[src/rls_pkg.sv]
// Purpose: shared constants for the relay and lamp status register bank
// Assumes: 10 MHz system clock, 16-bit register port addressed by register number
// Notes: 32-bit registers take two consecutive register numbers
package rls_pkg;

    // register numbers (word addresses on the register port)
    localparam logic [15:0] ADDR_AMBIENT_LEGACY = 16'h0079;
    localparam logic [15:0] ADDR_ALARM_WORD = 16'h00ef;
    localparam logic [15:0] ADDR_SERIAL_NUMBER = 16'h021d;
    localparam logic [15:0] ADDR_CAL_DATE = 16'h021f;
    localparam logic [15:0] ADDR_AMBIENT_TEMP = 16'h04c9;
    localparam logic [15:0] ADDR_SP_STATE_FLAGS = 16'h1001;
    localparam logic [15:0] ADDR_RELAY_IMAGE = 16'h1003;
    localparam logic [15:0] ADDR_DEENERGIZE_MASK = 16'h1005;
    localparam logic [15:0] ADDR_FW_VERSION = 16'h100a;
    localparam logic [15:0] ADDR_DIGITAL_INPUTS = 16'h100c;
    localparam logic [15:0] ADDR_MACRO_STATE = 16'h100d;
    localparam logic [15:0] ADDR_LAMP_CONTROL = 16'h100e;
    localparam logic [15:0] ADDR_VIEW_BLANKING = 16'h1154;
    localparam logic [15:0] ADDR_NVM_SIZE = 16'h1155;
    localparam logic [15:0] ADDR_VIEW_POINTER = 16'h201c;
    localparam logic [15:0] ADDR_PREV_BOOT_ERROR = 16'h20ef;
    localparam logic [15:0] ADDR_BOOT_ERROR = 16'h20f3;
    localparam logic [15:0] ADDR_BOOT_LIMIT = 16'h20f4;
    localparam logic [15:0] ADDR_PRODUCT_TEXT = 16'h40b5;
    localparam logic [2:0] PRODUCT_TEXT_WORDS = 3'h7;

    // lamp control register layout
    localparam int LAMP_STATE_LSB = 0;
    localparam int LAMP_OVERRIDE_LSB = 8;
    localparam int LAMP_COUNT = 6;
    localparam int LAMP_BACKLIGHT_BIT = 0;
    localparam int LAMP_BUZZER_BIT = 1;
    localparam int SP_BUZZER_IDX = 4;
    localparam int SP_BACKLIGHT_IDX = 5;
    localparam int RELAY_FAST_COUNT = 6;

    // reset values
    localparam logic [5:0] LAMP_STATE_RESET = 6'h01;
    localparam logic [5:0] LAMP_OVERRIDE_RESET = 6'h03;
    localparam logic [7:0] BOOT_LIMIT_RESET = 8'h00;

    // control output period
    localparam int CLK_PERIOD_NS = 100;
    localparam int CTRL_FAST_NS = 10_000_000;
    localparam int CTRL_SLOW_NS = 100_000_000;
    localparam int CTRL_FAST_CYCLES = CTRL_FAST_NS / CLK_PERIOD_NS;
    localparam int CTRL_SLOW_CYCLES = CTRL_SLOW_NS / CLK_PERIOD_NS;

endpackage

[src/rls_regs.sv]
// Purpose: relay image, panel lamp and status register bank
// Assumes: register port and setpoint logic run on i_mclk; option and digital pins are asynchronous
// Notes: 32-bit values take two register numbers, low word first except the legacy temperature
// Functional notes
// - relay image: 16 bits, bit n is relay n+1, one means energized
// - setpoint activation is kept apart from relay state
// - each control period the setpoint result overwrites the relay image
// - relays whose setpoint source is off keep the host-written bit
// - relays 1-6 follow writes at once, others at the control rate, or at once in direct mode
// - lamp register reads always give the true lamp states
// - bits 0-5 hold lamps 6 down to 1, one means on
// - bits 8-13 pick remote (1) or controller (0) drive, lamps 6 to 1
// - a lamp in remote mode is driven from its written state bit
// - two-line display: lamps 1-4 only, lamp 5/6 controls become buzzer/backlight
// - two-line display: bit 0 is the backlight, on by default
// - two-line display: bit 1 is the buzzer, one means sounding
// - read-only setpoint status register shows every setpoint state
// - 32-bit alarm word reports setpoint states and accepts control writes
// - boot error at or below limit halts; above limit loads defaults
// - current boot error in 8 bits, zero is clean; last error kept separately
// - macro state number clears on return to the operational display
// - calibration date: year high word, month high byte, day low byte
// - read-only register gives fitted non-volatile memory in kilobytes
// - legacy temperature float reads most significant word first
`timescale 1ns/1ps
module rls_regs
    import rls_pkg::*;
#(
    parameter int FAST_CYCLES = CTRL_FAST_CYCLES,
    parameter int SLOW_CYCLES = CTRL_SLOW_CYCLES,
    parameter logic [111:0] PRODUCT_TEXT = 112'h44_45_56_49_43_45_20_20_20_20_20_20_20_20 // arbitrary
) (
    input wire logic i_mclk,
    input wire logic i_rst,
    input wire logic [15:0] i_reg_addr,
    input wire logic i_reg_wr,
    input wire logic [15:0] i_reg_wdata,
    input wire logic i_reg_rd,
    output logic [15:0] o_reg_rdata,
    output logic o_reg_rvalid,
    input wire logic [15:0] i_sp_active,
    input wire logic [15:0] i_sp_source_off,
    input wire logic [15:0] i_relay_calc,
    input wire logic i_fast_rate,
    input wire logic i_direct_mode,
    output logic o_ctrl_tick,
    output logic [15:0] o_relay,
    output logic [15:0] o_sp_force,
    output logic [15:0] o_sp_remote,
    output logic [15:0] o_deenergize_mask,
    input wire logic [5:0] i_lamp_ctrl,
    input wire logic i_two_line_pin,
    input wire logic [15:0] i_digital_pins,
    output logic [5:0] o_lamp,
    output logic o_buzzer,
    output logic o_backlight,
    input wire logic i_boot_done,
    input wire logic [7:0] i_boot_code,
    output logic o_halt,
    output logic o_load_defaults,
    input wire logic i_oper_display,
    output logic [15:0] o_macro_state,
    input wire logic [31:0] i_ambient_temp,
    input wire logic [31:0] i_serial_number,
    input wire logic [15:0] i_fw_version,
    input wire logic [15:0] i_nvm_kbytes,
    output logic [31:0] o_cal_date,
    output logic [15:0] o_view_blanking,
    output logic [7:0] o_view_pointer
);
    // stored state
    logic [15:0] relay_image;
    logic [15:0] relay_pins_slow;
    logic [5:0] lamp_state;
    logic [5:0] lamp_override;
    logic [7:0] boot_error;
    logic [7:0] prev_boot_error;
    logic [7:0] boot_limit;
    logic [19:0] tick_count;

    // synchronised pins
    logic two_line;
    logic [15:0] digital_sync;

    // decode and datapath wires
    logic wr_alarm_lo;
    logic wr_alarm_hi;
    logic wr_relay;
    logic wr_lamp;
    logic wr_macro;
    logic tick_now;
    logic [19:0] tick_limit;
    logic [15:0] relay_keep;
    logic [15:0] next_relay_image;
    logic [5:0] lamp_ctrl_eff;
    logic [5:0] lamp_actual;
    logic [15:0] lamp_word;
    logic [15:0] text_off;
    logic [2:0] text_idx;
    logic text_hit;
    logic [15:0] text_word;
    logic [15:0] next_rdata;

    rls_sync #(.WIDTH(1)) u_opt_sync (
        .i_mclk(i_mclk),
        .i_rst(i_rst),
        .i_pin(i_two_line_pin),
        .o_level(two_line)
    );

    rls_sync #(.WIDTH(16)) u_din_sync (
        .i_mclk(i_mclk),
        .i_rst(i_rst),
        .i_pin(i_digital_pins),
        .o_level(digital_sync)
    );

    // write strobes; read-only numbers have no strobe at all
    assign wr_alarm_lo = i_reg_wr && (i_reg_addr == ADDR_ALARM_WORD);
    assign wr_alarm_hi = i_reg_wr && (i_reg_addr == ADDR_ALARM_WORD + 16'h0001);
    assign wr_relay = i_reg_wr && (i_reg_addr == ADDR_RELAY_IMAGE);
    assign wr_lamp = i_reg_wr && (i_reg_addr == ADDR_LAMP_CONTROL);
    assign wr_macro = i_reg_wr && (i_reg_addr == ADDR_MACRO_STATE);

    // control output period counter, rate picked by the setpoint configuration
    assign tick_limit = i_fast_rate ? 20'(FAST_CYCLES - 1) : 20'(SLOW_CYCLES - 1);
    assign tick_now = (tick_count >= tick_limit);
    assign o_ctrl_tick = tick_now;

    always_ff @(posedge i_mclk or posedge i_rst) begin
        if (i_rst) begin
            tick_count <= 20'h00000;
        end else begin
            tick_count <= tick_now ? 20'h00000 : tick_count + 20'h00001;
        end
    end

    // relay image: setpoint result wins on its tick, host writes otherwise
    // a host write in the tick cycle is lost for setpoint-driven relays on purpose
    assign relay_keep = wr_relay ? i_reg_wdata : relay_image;
    assign next_relay_image = tick_now ?
        ((i_relay_calc & ~i_sp_source_off) | (relay_keep & i_sp_source_off)) :
        relay_keep;

    always_ff @(posedge i_mclk or posedge i_rst) begin
        if (i_rst) begin
            relay_image <= 16'h0000;
        end else begin
            relay_image <= next_relay_image;
        end
    end

    // slow relays copy the image at the control rate, or every cycle in direct mode
    always_ff @(posedge i_mclk or posedge i_rst) begin
        if (i_rst) begin
            relay_pins_slow <= 16'h0000;
        end else if (tick_now || i_direct_mode) begin
            relay_pins_slow <= next_relay_image;
        end
    end

    // relays 1-6 are wired straight from the image flops
    assign o_relay = {relay_pins_slow[15:RELAY_FAST_COUNT], relay_image[RELAY_FAST_COUNT-1:0]};

    // alarm word: low half drives setpoints, high half selects remote mode
    always_ff @(posedge i_mclk or posedge i_rst) begin
        if (i_rst) begin
            o_sp_force <= 16'h0000;
            o_sp_remote <= 16'h0000;
        end else begin
            if (wr_alarm_lo) begin
                o_sp_force <= i_reg_wdata;
            end
            if (wr_alarm_hi) begin
                o_sp_remote <= i_reg_wdata;
            end
        end
    end

    // in two-line mode the buzzer and backlight follow setpoints 5 and 6 when not remote
    assign lamp_ctrl_eff = two_line ?
        {i_lamp_ctrl[5:2], i_sp_active[SP_BUZZER_IDX], i_sp_active[SP_BACKLIGHT_IDX]} : i_lamp_ctrl;
    assign lamp_actual = (lamp_override & lamp_state) | (~lamp_override & lamp_ctrl_eff);
    // bits 6,7 and 14,15 always read zero, whatever was written
    assign lamp_word = {2'b00, lamp_override, 2'b00, lamp_actual};

    // lamp state and mode bits; reserved and don't-care bits are not stored
    always_ff @(posedge i_mclk or posedge i_rst) begin
        if (i_rst) begin
            lamp_state <= LAMP_STATE_RESET;
            lamp_override <= LAMP_OVERRIDE_RESET;
        end else if (wr_lamp) begin
            lamp_state <= i_reg_wdata[LAMP_STATE_LSB +: LAMP_COUNT];
            lamp_override <= i_reg_wdata[LAMP_OVERRIDE_LSB +: LAMP_COUNT];
        end
    end

    // lamp pins: bit 0 is lamp 6, bit 5 is lamp 1
    assign o_lamp = two_line ? {lamp_actual[5:2], 2'b00} : lamp_actual;
    assign o_backlight = two_line & lamp_actual[LAMP_BACKLIGHT_BIT];
    assign o_buzzer = two_line & lamp_actual[LAMP_BUZZER_BIT];

    // boot error capture and limit check
    always_ff @(posedge i_mclk or posedge i_rst) begin
        if (i_rst) begin
            boot_error <= 8'h00;
            prev_boot_error <= 8'h00;
            boot_limit <= BOOT_LIMIT_RESET;
            o_halt <= 1'b0;
            o_load_defaults <= 1'b0;
        end else begin
            o_load_defaults <= 1'b0;
            if (i_boot_done) begin
                boot_error <= i_boot_code;
                if (i_boot_code != 8'h00) begin
                    prev_boot_error <= i_boot_code;
                    o_halt <= (i_boot_code <= boot_limit);
                    o_load_defaults <= (i_boot_code > boot_limit);
                end else begin
                    o_halt <= 1'b0;
                end
            end else if (i_reg_wr) begin
                if (i_reg_addr == ADDR_BOOT_ERROR) begin
                    boot_error <= i_reg_wdata[7:0];
                end
                if (i_reg_addr == ADDR_PREV_BOOT_ERROR) begin
                    prev_boot_error <= i_reg_wdata[7:0];
                end
                if (i_reg_addr == ADDR_BOOT_LIMIT) begin
                    boot_limit <= i_reg_wdata[7:0];
                end
            end
        end
    end

    // macro state, calibration date and view settings
    always_ff @(posedge i_mclk or posedge i_rst) begin
        if (i_rst) begin
            o_macro_state <= 16'h0000;
            o_cal_date <= 32'h00000000;
            o_view_blanking <= 16'h0000;
            o_view_pointer <= 8'h00;
        end else begin
            if (i_oper_display) begin
                o_macro_state <= 16'h0000;
            end else if (wr_macro) begin
                o_macro_state <= i_reg_wdata;
            end
            if (i_reg_wr && i_reg_addr == ADDR_CAL_DATE) begin
                o_cal_date[15:0] <= i_reg_wdata;
            end
            if (i_reg_wr && i_reg_addr == ADDR_CAL_DATE + 16'h0001) begin
                o_cal_date[31:16] <= i_reg_wdata;
            end
            if (i_reg_wr && i_reg_addr == ADDR_VIEW_BLANKING) begin
                o_view_blanking <= i_reg_wdata;
            end
            if (i_reg_wr && i_reg_addr == ADDR_VIEW_POINTER) begin
                o_view_pointer <= i_reg_wdata[7:0];
            end
        end
    end

    // text register words, first characters in the first word
    assign text_off = i_reg_addr - ADDR_PRODUCT_TEXT;
    assign text_hit = (i_reg_addr >= ADDR_PRODUCT_TEXT) && (text_off < {13'h0000, PRODUCT_TEXT_WORDS});
    assign text_idx = text_off[2:0];
    assign text_word = PRODUCT_TEXT[111 - 16 * text_idx -: 16];

    // read selection; unmapped numbers read zero
    always_comb begin
        next_rdata = 16'h0000;
        if (text_hit) begin
            next_rdata = text_word;
        end else begin
            case (i_reg_addr)
                ADDR_AMBIENT_LEGACY: next_rdata = i_ambient_temp[31:16];
                ADDR_AMBIENT_LEGACY + 16'h0001: next_rdata = i_ambient_temp[15:0];
                ADDR_ALARM_WORD: next_rdata = i_sp_active;
                ADDR_ALARM_WORD + 16'h0001: next_rdata = o_sp_remote;
                ADDR_SERIAL_NUMBER: next_rdata = i_serial_number[15:0];
                ADDR_SERIAL_NUMBER + 16'h0001: next_rdata = i_serial_number[31:16];
                ADDR_CAL_DATE: next_rdata = o_cal_date[15:0];
                ADDR_CAL_DATE + 16'h0001: next_rdata = o_cal_date[31:16];
                ADDR_AMBIENT_TEMP: next_rdata = i_ambient_temp[15:0];
                ADDR_AMBIENT_TEMP + 16'h0001: next_rdata = i_ambient_temp[31:16];
                ADDR_SP_STATE_FLAGS: next_rdata = i_sp_active;
                ADDR_RELAY_IMAGE: next_rdata = relay_image;
                ADDR_DEENERGIZE_MASK: next_rdata = o_deenergize_mask;
                ADDR_FW_VERSION: next_rdata = i_fw_version;
                ADDR_DIGITAL_INPUTS: next_rdata = digital_sync;
                ADDR_MACRO_STATE: next_rdata = o_macro_state;
                ADDR_LAMP_CONTROL: next_rdata = lamp_word;
                ADDR_VIEW_BLANKING: next_rdata = o_view_blanking;
                ADDR_NVM_SIZE: next_rdata = i_nvm_kbytes;
                ADDR_VIEW_POINTER: next_rdata = {8'h00, o_view_pointer};
                ADDR_PREV_BOOT_ERROR: next_rdata = {8'h00, prev_boot_error};
                ADDR_BOOT_ERROR: next_rdata = {8'h00, boot_error};
                ADDR_BOOT_LIMIT: next_rdata = {8'h00, boot_limit};
                default: next_rdata = 16'h0000;
            endcase
        end
    end

    // read data and de-energize mask registers
    always_ff @(posedge i_mclk or posedge i_rst) begin
        if (i_rst) begin
            o_reg_rdata <= 16'h0000;
            o_reg_rvalid <= 1'b0;
            o_deenergize_mask <= 16'h0000;
        end else begin
            o_reg_rvalid <= i_reg_rd;
            if (i_reg_rd) begin
                o_reg_rdata <= next_rdata;
            end
            if (i_reg_wr && i_reg_addr == ADDR_DEENERGIZE_MASK) begin
                o_deenergize_mask <= i_reg_wdata;
            end
        end
    end
endmodule

[src/rls_sync.sv]
// Purpose: three-stage synchroniser with agreement filter for pin inputs
// Assumes: input may change at any time relative to i_mclk
// Notes: output moves only when stages two and three agree
`timescale 1ns/1ps
module rls_sync #(
    parameter int WIDTH = 1
) (
    input wire logic i_mclk,
    input wire logic i_rst,
    input wire logic [WIDTH-1:0] i_pin,
    output logic [WIDTH-1:0] o_level
);
    logic [WIDTH-1:0] stage1;
    logic [WIDTH-1:0] stage2;
    logic [WIDTH-1:0] stage3;
    logic [WIDTH-1:0] agree;

    // stage1 is only ever read by stage2
    assign agree = ~(stage2 ^ stage3);

    // shift chain, then accept bits where the last two stages match
    always_ff @(posedge i_mclk or posedge i_rst) begin
        if (i_rst) begin
            stage1 <= '0;
            stage2 <= '0;
            stage3 <= '0;
            o_level <= '0;
        end else begin
            stage1 <= i_pin;
            stage2 <= stage1;
            stage3 <= stage2;
            o_level <= (agree & stage3) | (~agree & o_level);
        end
    end
endmodule
[config.mk]
export PLATFORM = sky130hd
export DESIGN_NAME = rls_regs
export DESIGN_NICKNAME = d
export VERILOG_FILES = /design/src/rls_pkg.sv /design/src/rls_regs.sv /design/src/rls_sync.sv
export SDC_FILE = /design/constraint.sdc
export NUM_CORES = 1
export LEC_CHECK = 0
export ABC_AREA = 1
export BUFFER_PORTS_ARGS = -buffer_cell sky130_fd_sc_hd__clkbuf_2
export CAP_MARGIN = 25
export CORE_MARGIN = 4
export CORE_UTILIZATION = 50
export CTS_BUF_LIST = sky130_fd_sc_hd__clkbuf_4 sky130_fd_sc_hd__clkbuf_8
export DETAILED_ROUTE_END_ITERATION = 10
export HOLD_SLACK_MARGIN = 0.12
export PLACE_DENSITY = 0.78
export SYNTH_ARGS = -nofsm -noshare
export SYNTH_HDL_FRONTEND = slang
export SYNTH_SLANG_ARGS = --single-unit
export TNS_END_PERCENT = 5
[constraint.sdc]
create_clock -name i_mclk -period 11.44 [get_ports i_mclk]
set_input_delay 3.432 -clock i_mclk [delete_from_list [all_inputs] [get_ports i_mclk]]
set_output_delay 3.432 -clock i_mclk [all_outputs]
set_load 0.02 [all_outputs]
# Yosys cells after proc, flatten, opt, wreduce, memory -nomap -nowiden
# Index checks and enable logic that the tools add are counted.
# W data, S select, Z words.
# totals
latch_bits,0
output_inout_bits,164
wordCells,126
ff_bits,295
in_bits,215
romBits,0
mem_bits_rw,0
memories,0
# classes
bitwise,22
mul,0
reduce_logical,23
add_sub_neg,3
n_mux,20
shift,1
n_eq_ne,24
div,0
n_lt_le_gt_ge,5
# ops
operator,count
$pmux W16 S20,1
$eq A16 B13 Y1 const B,9
$shiftx A127 B33 Y16 const A,1
$mux W16,5
$and A16 B16 Y16,4
$eq A16 B10 Y1 const B,4
$eq A16 B14 Y1 const B,4
$mux W8,7
$not A16 Y16,3
$mux W20,2
$eq A16 B11 Y1 const B,2
$eq A16 B7 Y1 const B,2
$eq A16 B8 Y1 const B,2
$or A16 B16 Y16,2
$add A20 B1 Y20 const B,1
$ge A20 B20 Y1,1
$ge A16 B15 Y1 const B,1
$lt A16 B3 Y1 const B,1
$sub A16 B15 Y16 const B,1
$xor A16 B16 Y16,1
$and A6 B6 Y6,2
$logic_and A1 B1 Y1,11
$gt A8 B8 Y1,1
$le A8 B8 Y1,1
other kinds (16),29

# Depth between registers and ports, before layout
# Gate-level depths: netlist of the first run.
# depth
depth_word,6
ltp_mapped,16
ltp_nobuf,16

# Modules after synthesis
# From an unflattened synthesis of the first run, not the netlist that was laid out.
# hier_totals
cells_unflattened,1975
area_unflattened_um2,15162.0
# modules_own_cells
module,area_each_um2,seq_area_each_um2,cells_each,n_inst
rls_regs,13176.4,5534.1,1837,1
rls_sync at u_din_sync,1865.5,1601.5,129,1
rls_sync at u_opt_sync,120.1,100.1,9,1

# Worst setup path after synthesis of the first run
# Ideal clock, no wire load.
# synth_path
kind,input -> output
from,input i_fast_rate
to,output o_ctrl_tick
t_required_ps,8008
t_arrival_ps,4787
path_slack_ps,3221
path_stages,10
path_buffers,2
cell_sequence,inv_1 -> ha_1 -> nand2_1 -> nor3_1 -> nand2_1 -> nand2_1 -> nand2_1 -> nand3_1 -> buf_2 -> buf_2
# synth_between
elab_chain_cells,2
# synth_lines
element,line_no,rtl
"start, declared",rls_regs.sv:44,"input wire logic i_fast_rate,"
$mux W20,rls_regs.sv:126,assign tick_limit = i_fast_rate ? 20'(FAST_CYCLES - 1) : 20'(SLOW_CYCLES - 1);
$ge A20 B20 Y1,rls_regs.sv:127,assign tick_now = (tick_count >= tick_limit);
"end, declared",rls_regs.sv:46,"output logic o_ctrl_tick,"
# Every way passes these cells.

# Final worst setup path of the first run
# Ends and elaborated chain as after synthesis.

==> results.ini, run 1 <==
[floorplan]
pin_count=379
rows=62
dieArea_um2=32000
die_y_um=179
fp.dieW_um=179
core_area_um2=28800
initial_utilization=0.508

[flow_run]
cap_violations=0

[logic_synthesis]
synth-edff-count=0
synth_compound_area_frac=0.0911
syn_nets=2118
synthesis.instances=1880
synth_async_sr_flop_share=1.00
avgSynthCellArea_um2=7.77
synth_adder_area_share=0.0314
synth_xor_area_frac=0.00360
ys_ff_latch=289
syn-cell-area_um2=14600
synth_top_family_by_area=simple AND/OR/NAND/NOR gates
ys_seq_area_frac=0.495
yosysWarnings=0
synth_simple_gate_area_share=0.297
ys.flop_type=dfrtp_1
muxShareOfSynthArea=0.0100
ys_types=40

[power]
leakagePower_nw=9.52
power.density_nw_per_um2=142
ir_worst_vdd_mv=0.126

[outcome]
outcome=finished clean

[setup_path]
critPathLaunchType=input port
r2r_slack_ns=8.78
crit_path_end_kind=primary output
crit_family=simple AND/OR/NAND/NOR gates
path_cells=clkbuf_2 > inv_1 > ha_1 > nand2_1 > nor3_1 > nand2_1 > nand2_1 > nand2_1 > nand3_2 > clkbuf_2
worst_path_max_delay_cell=ha_1
cp.required_ns=8.01
crit_top_cell=nand2_1
worstPathMaxFanout=6
cp.arrival_ns=4.77
critPathMaxStageDelay_ns=0.31
worstSetupPathType=input port to primary output
worst-path-buf-inv=3

[clock_tree]
cts_sinks=289
cts_setup_buffers=0
cts-hold-fix-buffers=0
cts_root_buf=clkbuf_8
worstSkewPairLatency_ns=0.59
cts_tree=built
clkTransAtPathRegs_ns=0.06
cts_resized=0
cts_buffer_depth=3
numCtsBuffers=49
htree_levels=2

[layout]
fillers=2606
n_antenna_cell=0
finalNonFillerCells=2661
finish.net_count=2475
final_common_cell=nand2_1
drive_gt1_frac=0.238
layout_common_cells=nand2_1 (673), clkbuf_2 (378), dfrtp_1 (286)
syn2layout_area_growth_pct=21.9

[routing]
via_count=14300
firstDrtPassIters=5
drc=0
wl_per_cell_um=19.7
final_antenna_net_count=0
drtIter0Drc=1252
wirelength_mm=52.3
vias_per_cell=5.39

[global_routing]
track_usage=0.318
grt_max_degree=142
grt_pass1_vias=13300
grt_pass1_wl_mm=76.7
antenna_found_initial=1
grt_overflow_total=0

[timing]
period_share=0.717
rsz0062_at_grt=no
tightest_slew_ns=1.07
fin_worst_skew_ns=0.0223
hold_viol_final=0
min_period_ns=8.20
fmax_mhz=122
slew_viol_final=0
setup_viol=0
slew_headroom=0.283
tns_ns=0

[worst_hold_path]
hp-class=flip-flop to flip-flop

[placed_design]
post-dp-hpwl_mm=39.7
gp_congestion=0.955
dp_cells=2568
port-buffer-count=378

==> through the flow <==
step	util	setup slack (ns)	total power [mW]	area, um^2	hold WS (ns)
finish	0.619	3.24	2.53	17800	0.348
global route	0.619	3.06	2.64	17800	0.354
CTS	0.617	3.25	2.54	17800	0.343
detailed placement	0.578	3.27	1.52	16600	0.335
global placement	0.578	3.31	1.51	16600	0.333
floorplan	-	0.0356	1.39	14600	0.331
==> state kept, by name, indices dropped and copies added (netlist names), 16 cells and up, named ones only <==
register,cells
o_macro_state,16
u_din_sync.stage1,16
o_reg_rdata,16
o_sp_force,16
o_view_blanking,16
u_din_sync.stage2,16
tick_count,20
o_sp_remote,16
o_deenergize_mask,16
relay_image,16
u_din_sync.stage3,16
o_cal_date,32
==> worst paths after layout <==
kind / depth (start not counted) / to / start
max in group asynchronous: 4 / async pin / i_rst
worst min register to register: 0 / u_din_sync.stage2[7] / u_din_sync.stage1[7]
min in group asynchronous: 2 / relay_image[2] / i_rst
worst max-delay path: 10 / o_ctrl_tick / i_fast_rate
worst max register to register: 12 / relay_pins_slow[7] / tick_count[10]
worst min-delay path: 0 / u_din_sync.stage2[7] / u_din_sync.stage1[7]
==> logic make-up (layout without fill, tap and decap cells) <==
group                    count (synthesis)  in the layout
AND/OR/NAND/NOR                       1041           1041
flip-flops                             289            289
buffers and inverters                  254            651
AO/OA/AOI/OAI                          237            237
adder cells (fa/ha/maj)                 40             40
multiplexers                            13             13
XOR/XNOR                                 6              6
==> worst reg2reg max path, stage by stage (launching register included) <==
cell	delay, ns
dfrtp_1	0.44
ha_1	0.32
nand2_1	0.06
nor3_1	0.25
nand2_1	0.08
nand2_1	0.07
nand2_1	0.06
nand3_2	0.06
buf_4	0.46
nor2_1	0.09
inv_1	0.44
nor2_1	0.09
a31oi_1	0.17
==> power breakdown <==
part | total [mW] | switching (mW) | internal [mW]
sequential | 1.17 | 0.0612 | 1.10
clock | 1.03 | 0.441 | 0.584
combinational | 0.343 | 0.221 | 0.122
==> cell usage after synthesis, types with 8 or more instances <==
cell	n	share of area
maj3_1	17	0.012
buf_4	14	0.0072
clkbuf_1	31	0.0080
nand3_1	126	0.043
mux2_2	13	0.010
inv_1	161	0.041
nor2_2	15	0.0064
a31oi_1	10	0.0043
o21ai_1	65	0.022
nand2_1	673	0.17
nor3_1	14	0.0048
nor2_1	145	0.037
dfrtp_1	286	0.49
o22ai_1	25	0.011
a21oi_1	15	0.0051
nand2_2	8	0.0034
inv_2	13	0.0033
o21a_1	23	0.012
ha_1	23	0.020
nand4_1	32	0.014
o21ai_0	88	0.030
buf_2	35	0.012
==> cell type report <==
type / instances / area, um^2 / share of cell area
flip-flops and latches: 289 / 7240 / 0.406
multi-input cells: 1337 / 6330 / 0.355
well taps: 384 / 480 / 0.0270
inverters: 174 / 661 / 0.0371
clock inverters: 17 / 153 / 0.00857
repair buffers: 386 / 1990 / 0.112
clock buffers: 74 / 956 / 0.0537
==> per-layer routing <==
layer / up-vias / global-route usage / wire, um
met2: 733 / 0.497 / 23800
met4: 2 / 0.129 / 2210
met1: 6697 / 0.433 / 21200
li1: 6768 / - / -
met5: - / 0 / 18
met3: 133 / 0.0675 / 5090
(Power assumes the default switching activity.)
==> run 2, diff against run 1 <==
--- a/config.mk
+++ b/config.mk
@@ -9,11 +9,11 @@
 export BUFFER_PORTS_ARGS = -buffer_cell sky130_fd_sc_hd__clkbuf_2
 export CAP_MARGIN = 25
 export CORE_MARGIN = 4
-export CORE_UTILIZATION = 50
+export CORE_UTILIZATION = 55
 export CTS_BUF_LIST = sky130_fd_sc_hd__clkbuf_4 sky130_fd_sc_hd__clkbuf_8
 export DETAILED_ROUTE_END_ITERATION = 10
 export HOLD_SLACK_MARGIN = 0.12
-export PLACE_DENSITY = 0.78
+export PLACE_DENSITY = 0.82
 export SYNTH_ARGS = -nofsm -noshare
 export SYNTH_HDL_FRONTEND = slang
 export SYNTH_SLANG_ARGS = --single-unit
==> constraint.sdc (replaced) <==
create_clock -name i_mclk -period 7.6 [get_ports i_mclk]
set_input_delay 2.28 -clock i_mclk [delete_from_list [all_inputs] [get_ports i_mclk]]
set_output_delay 2.28 -clock i_mclk [all_outputs]
set_load 0.02 [all_outputs]
==> run 2 against run 1 <==
Net effect: sequential share of layout area up 0.11 points; highest routed layer is now met4; via count up 1.9%; clock power up 51%; clock-buffer cell count up 1; critical path type unchanged.
==> results.ini, run 2 (synthesis gave the netlist of run 1 again) <==
[layout]
fillers=2284  ; -12%
multi_input_area_um2=6330  ; unchanged
largest_register_ffs=32  ; unchanged
regMostFlops=o_cal_date
syn2layout_area_growth_pct=21.6
final_common_cell=nand2_1
layout.area.seq_um2=7240  ; unchanged
top_regs=o_cal_date (32), tick_count (20)
drive_gt1_frac=0.238  ; -0.000335
finish.instance_area_um2=17800  ; -0.27%
layout_common_cells=nand2_1 (673), clkbuf_2 (378), dfrtp_1 (286)
finish.net_count=2475  ; unchanged

[global_routing]
antenna_found_initial=1  ; unchanged
grt_overflow_total=0  ; unchanged
track_usage=0.358  ; +0.0399
grt_pass1_vias=13400  ; +0.87%
grt_max_degree=156  ; +9.9%
grt_pass1_wl_mm=78.8  ; +2.7%

[placed_design]
place_ws_ns=1.75  ; -1.52 ns
gp_congestion=1.01  ; +6.0%
port-buffer-count=378  ; unchanged
placed_area_um2=16600  ; about the same
post-dp-hpwl_mm=40.7  ; +2.6%

[clock_tree]
worstSkewPairLatency_ns=0.58  ; about the same
cts_sinks=289  ; unchanged
clkTransAtPathRegs_ns=0.06  ; about the same
numCtsBuffers=48  ; -2.0%
cts_resized=0  ; unchanged
cts_root_buf=clkbuf_8
htree_levels=2  ; unchanged
cts_setup_buffers=0  ; unchanged
cts_buffer_depth=3  ; unchanged
cts_tree=built
cts-hold-fix-buffers=0  ; unchanged

[routing]
via_count=14600  ; +1.9%
firstDrtPassIters=6  ; +1
wirelength_mm=54.0  ; +3.2%
wl_per_cell_um=20.7  ; +5.2%
final_antenna_net_count=0  ; unchanged
vias_per_cell=5.59  ; +3.8%
drc=0  ; unchanged
drtIter0Drc=1813  ; +45%

[floorplan]
fp.dieW_um=171  ; -4.4%
pin_count=379  ; unchanged
core_area_um2=26100  ; -9.5%
dieArea_um2=29200  ; -8.7%
rows=59  ; -4.8%
die_y_um=171  ; -4.4%
initial_utilization=0.561  ; +0.0530

[timing]
setup_viol=0  ; unchanged
fmax_mhz=171
rsz0062_at_grt=no
slew_viol_final=0  ; unchanged
min_period_ns=5.86
slew_headroom=0.328  ; +0.0450
tightest_slew_ns=1.00  ; -0.0687 ns
period_share=0.772
fin_ws_ns=1.74  ; -1.50 ns
hold_viol_final=0  ; unchanged
fin_worst_skew_ns=0.0213  ; -0.00107 ns
tns_ns=0  ; unchanged

[setup_path]
crit_path_end_kind=primary output
worstPathMaxFanout=6  ; unchanged
cp.required_ns=5.32  ; -2.69 ns
cp.arrival_ns=3.58  ; -1.19 ns
critPathLaunchType=input port
worstSetupPathType=input port to primary output

[outcome]
outcome=finished clean

[flow_run]
cap_violations=0  ; unchanged

[power]
p_total_mw=3.84  ; +51%
leakagePower_nw=9.52  ; about the same
power.density_nw_per_um2=216  ; +52%
ir_worst_vdd_mv=0.200  ; +58%

[worst_hold_path]
hp-class=flip-flop to flip-flop

-- run 2: changes by cell type in the layout (fill, tap and decap cells not counted) --
| cell | change |
|---|---|
| buf_12 | +1 |
| buf_16 | -1 |
| buf_4 | +1 |
| clkbuf_4 | -1 |
| clkbuf_8 | +2 |
| clkinv_2 | -5 |
| clkinv_4 | +1 |
| clkinvlp_4 | +2 |
| diode_2 | +1 |
| inv_6 | -1 |
-- run 2: worst max-delay path: stages --
cell and delay [ns]:
clkbuf_2 0.17, inv_1 0.11, ha_1 0.30, nand2_1 0.05, nor3_1 0.21, nand2_1 0.08, nand2_1 0.08, nand2_1 0.06
nand3_2 0.07, clkbuf_2 0.17
-- run 2: path summary, 6_finish.rpt --
check / startpoint / endpoint / slack [ns] / cells past startpoint
hold / removal: u_din_sync.stage1[12] / u_din_sync.stage2[12] / 0.35 / 0
setup / recovery: i_fast_rate / o_ctrl_tick / 1.74 / 10
min in group asynchronous: i_rst / tick_count[11] / 1.75 / 2
hold reg to reg: u_din_sync.stage1[12] / u_din_sync.stage2[12] / 0.35 / 0
setup reg to reg: tick_count[10] / relay_pins_slow[6] / 4.92 / 12
max in group asynchronous: i_rst / o_sp_remote[15] / 4.60 / 3
-- run 2: through the flow --
stage	instances	util	hold slack, ns
CTS	2611	0.681	0.348
global placement	2521	0.637	0.331
finish	2612	0.681	0.348
floorplan	1880	-	0.331
detailed placement	2522	0.638	0.335
global route	2611	0.681	0.352
-- run 2: routing by layer --
metal,GRT usage,part of all wire,vias up
li1,-,-,6753
met1,0.497,0.40,6877
met2,0.555,0.45,833
met3,0.0709,0.11,146
met4,0.146,0.045,0
met5,0,0,-
-- run 2: layout make-up --
class / instances / share of cell area
Clock buffer: 75 / 0.0550
Inverter: 174 / 0.0370
Sequential cell: 289 / 0.407
Tap cell: 335 / 0.0236
Antenna cell: 1 / 0.000141
Clock inverter: 14 / 0.00824
Multi-Input combinational cell: 1337 / 0.356
Timing Repair Buffer: 387 / 0.112
-- run 2: where the power goes --
group	total, mW	switching, mW	internal (mW)	leakage (nW)
combinational	0.520	0.338	0.182	5.15
clock	1.56	0.667	0.894	0.589
sequential	1.76	0.0954	1.66	3.78
total	3.84	1.10	2.74	9.52
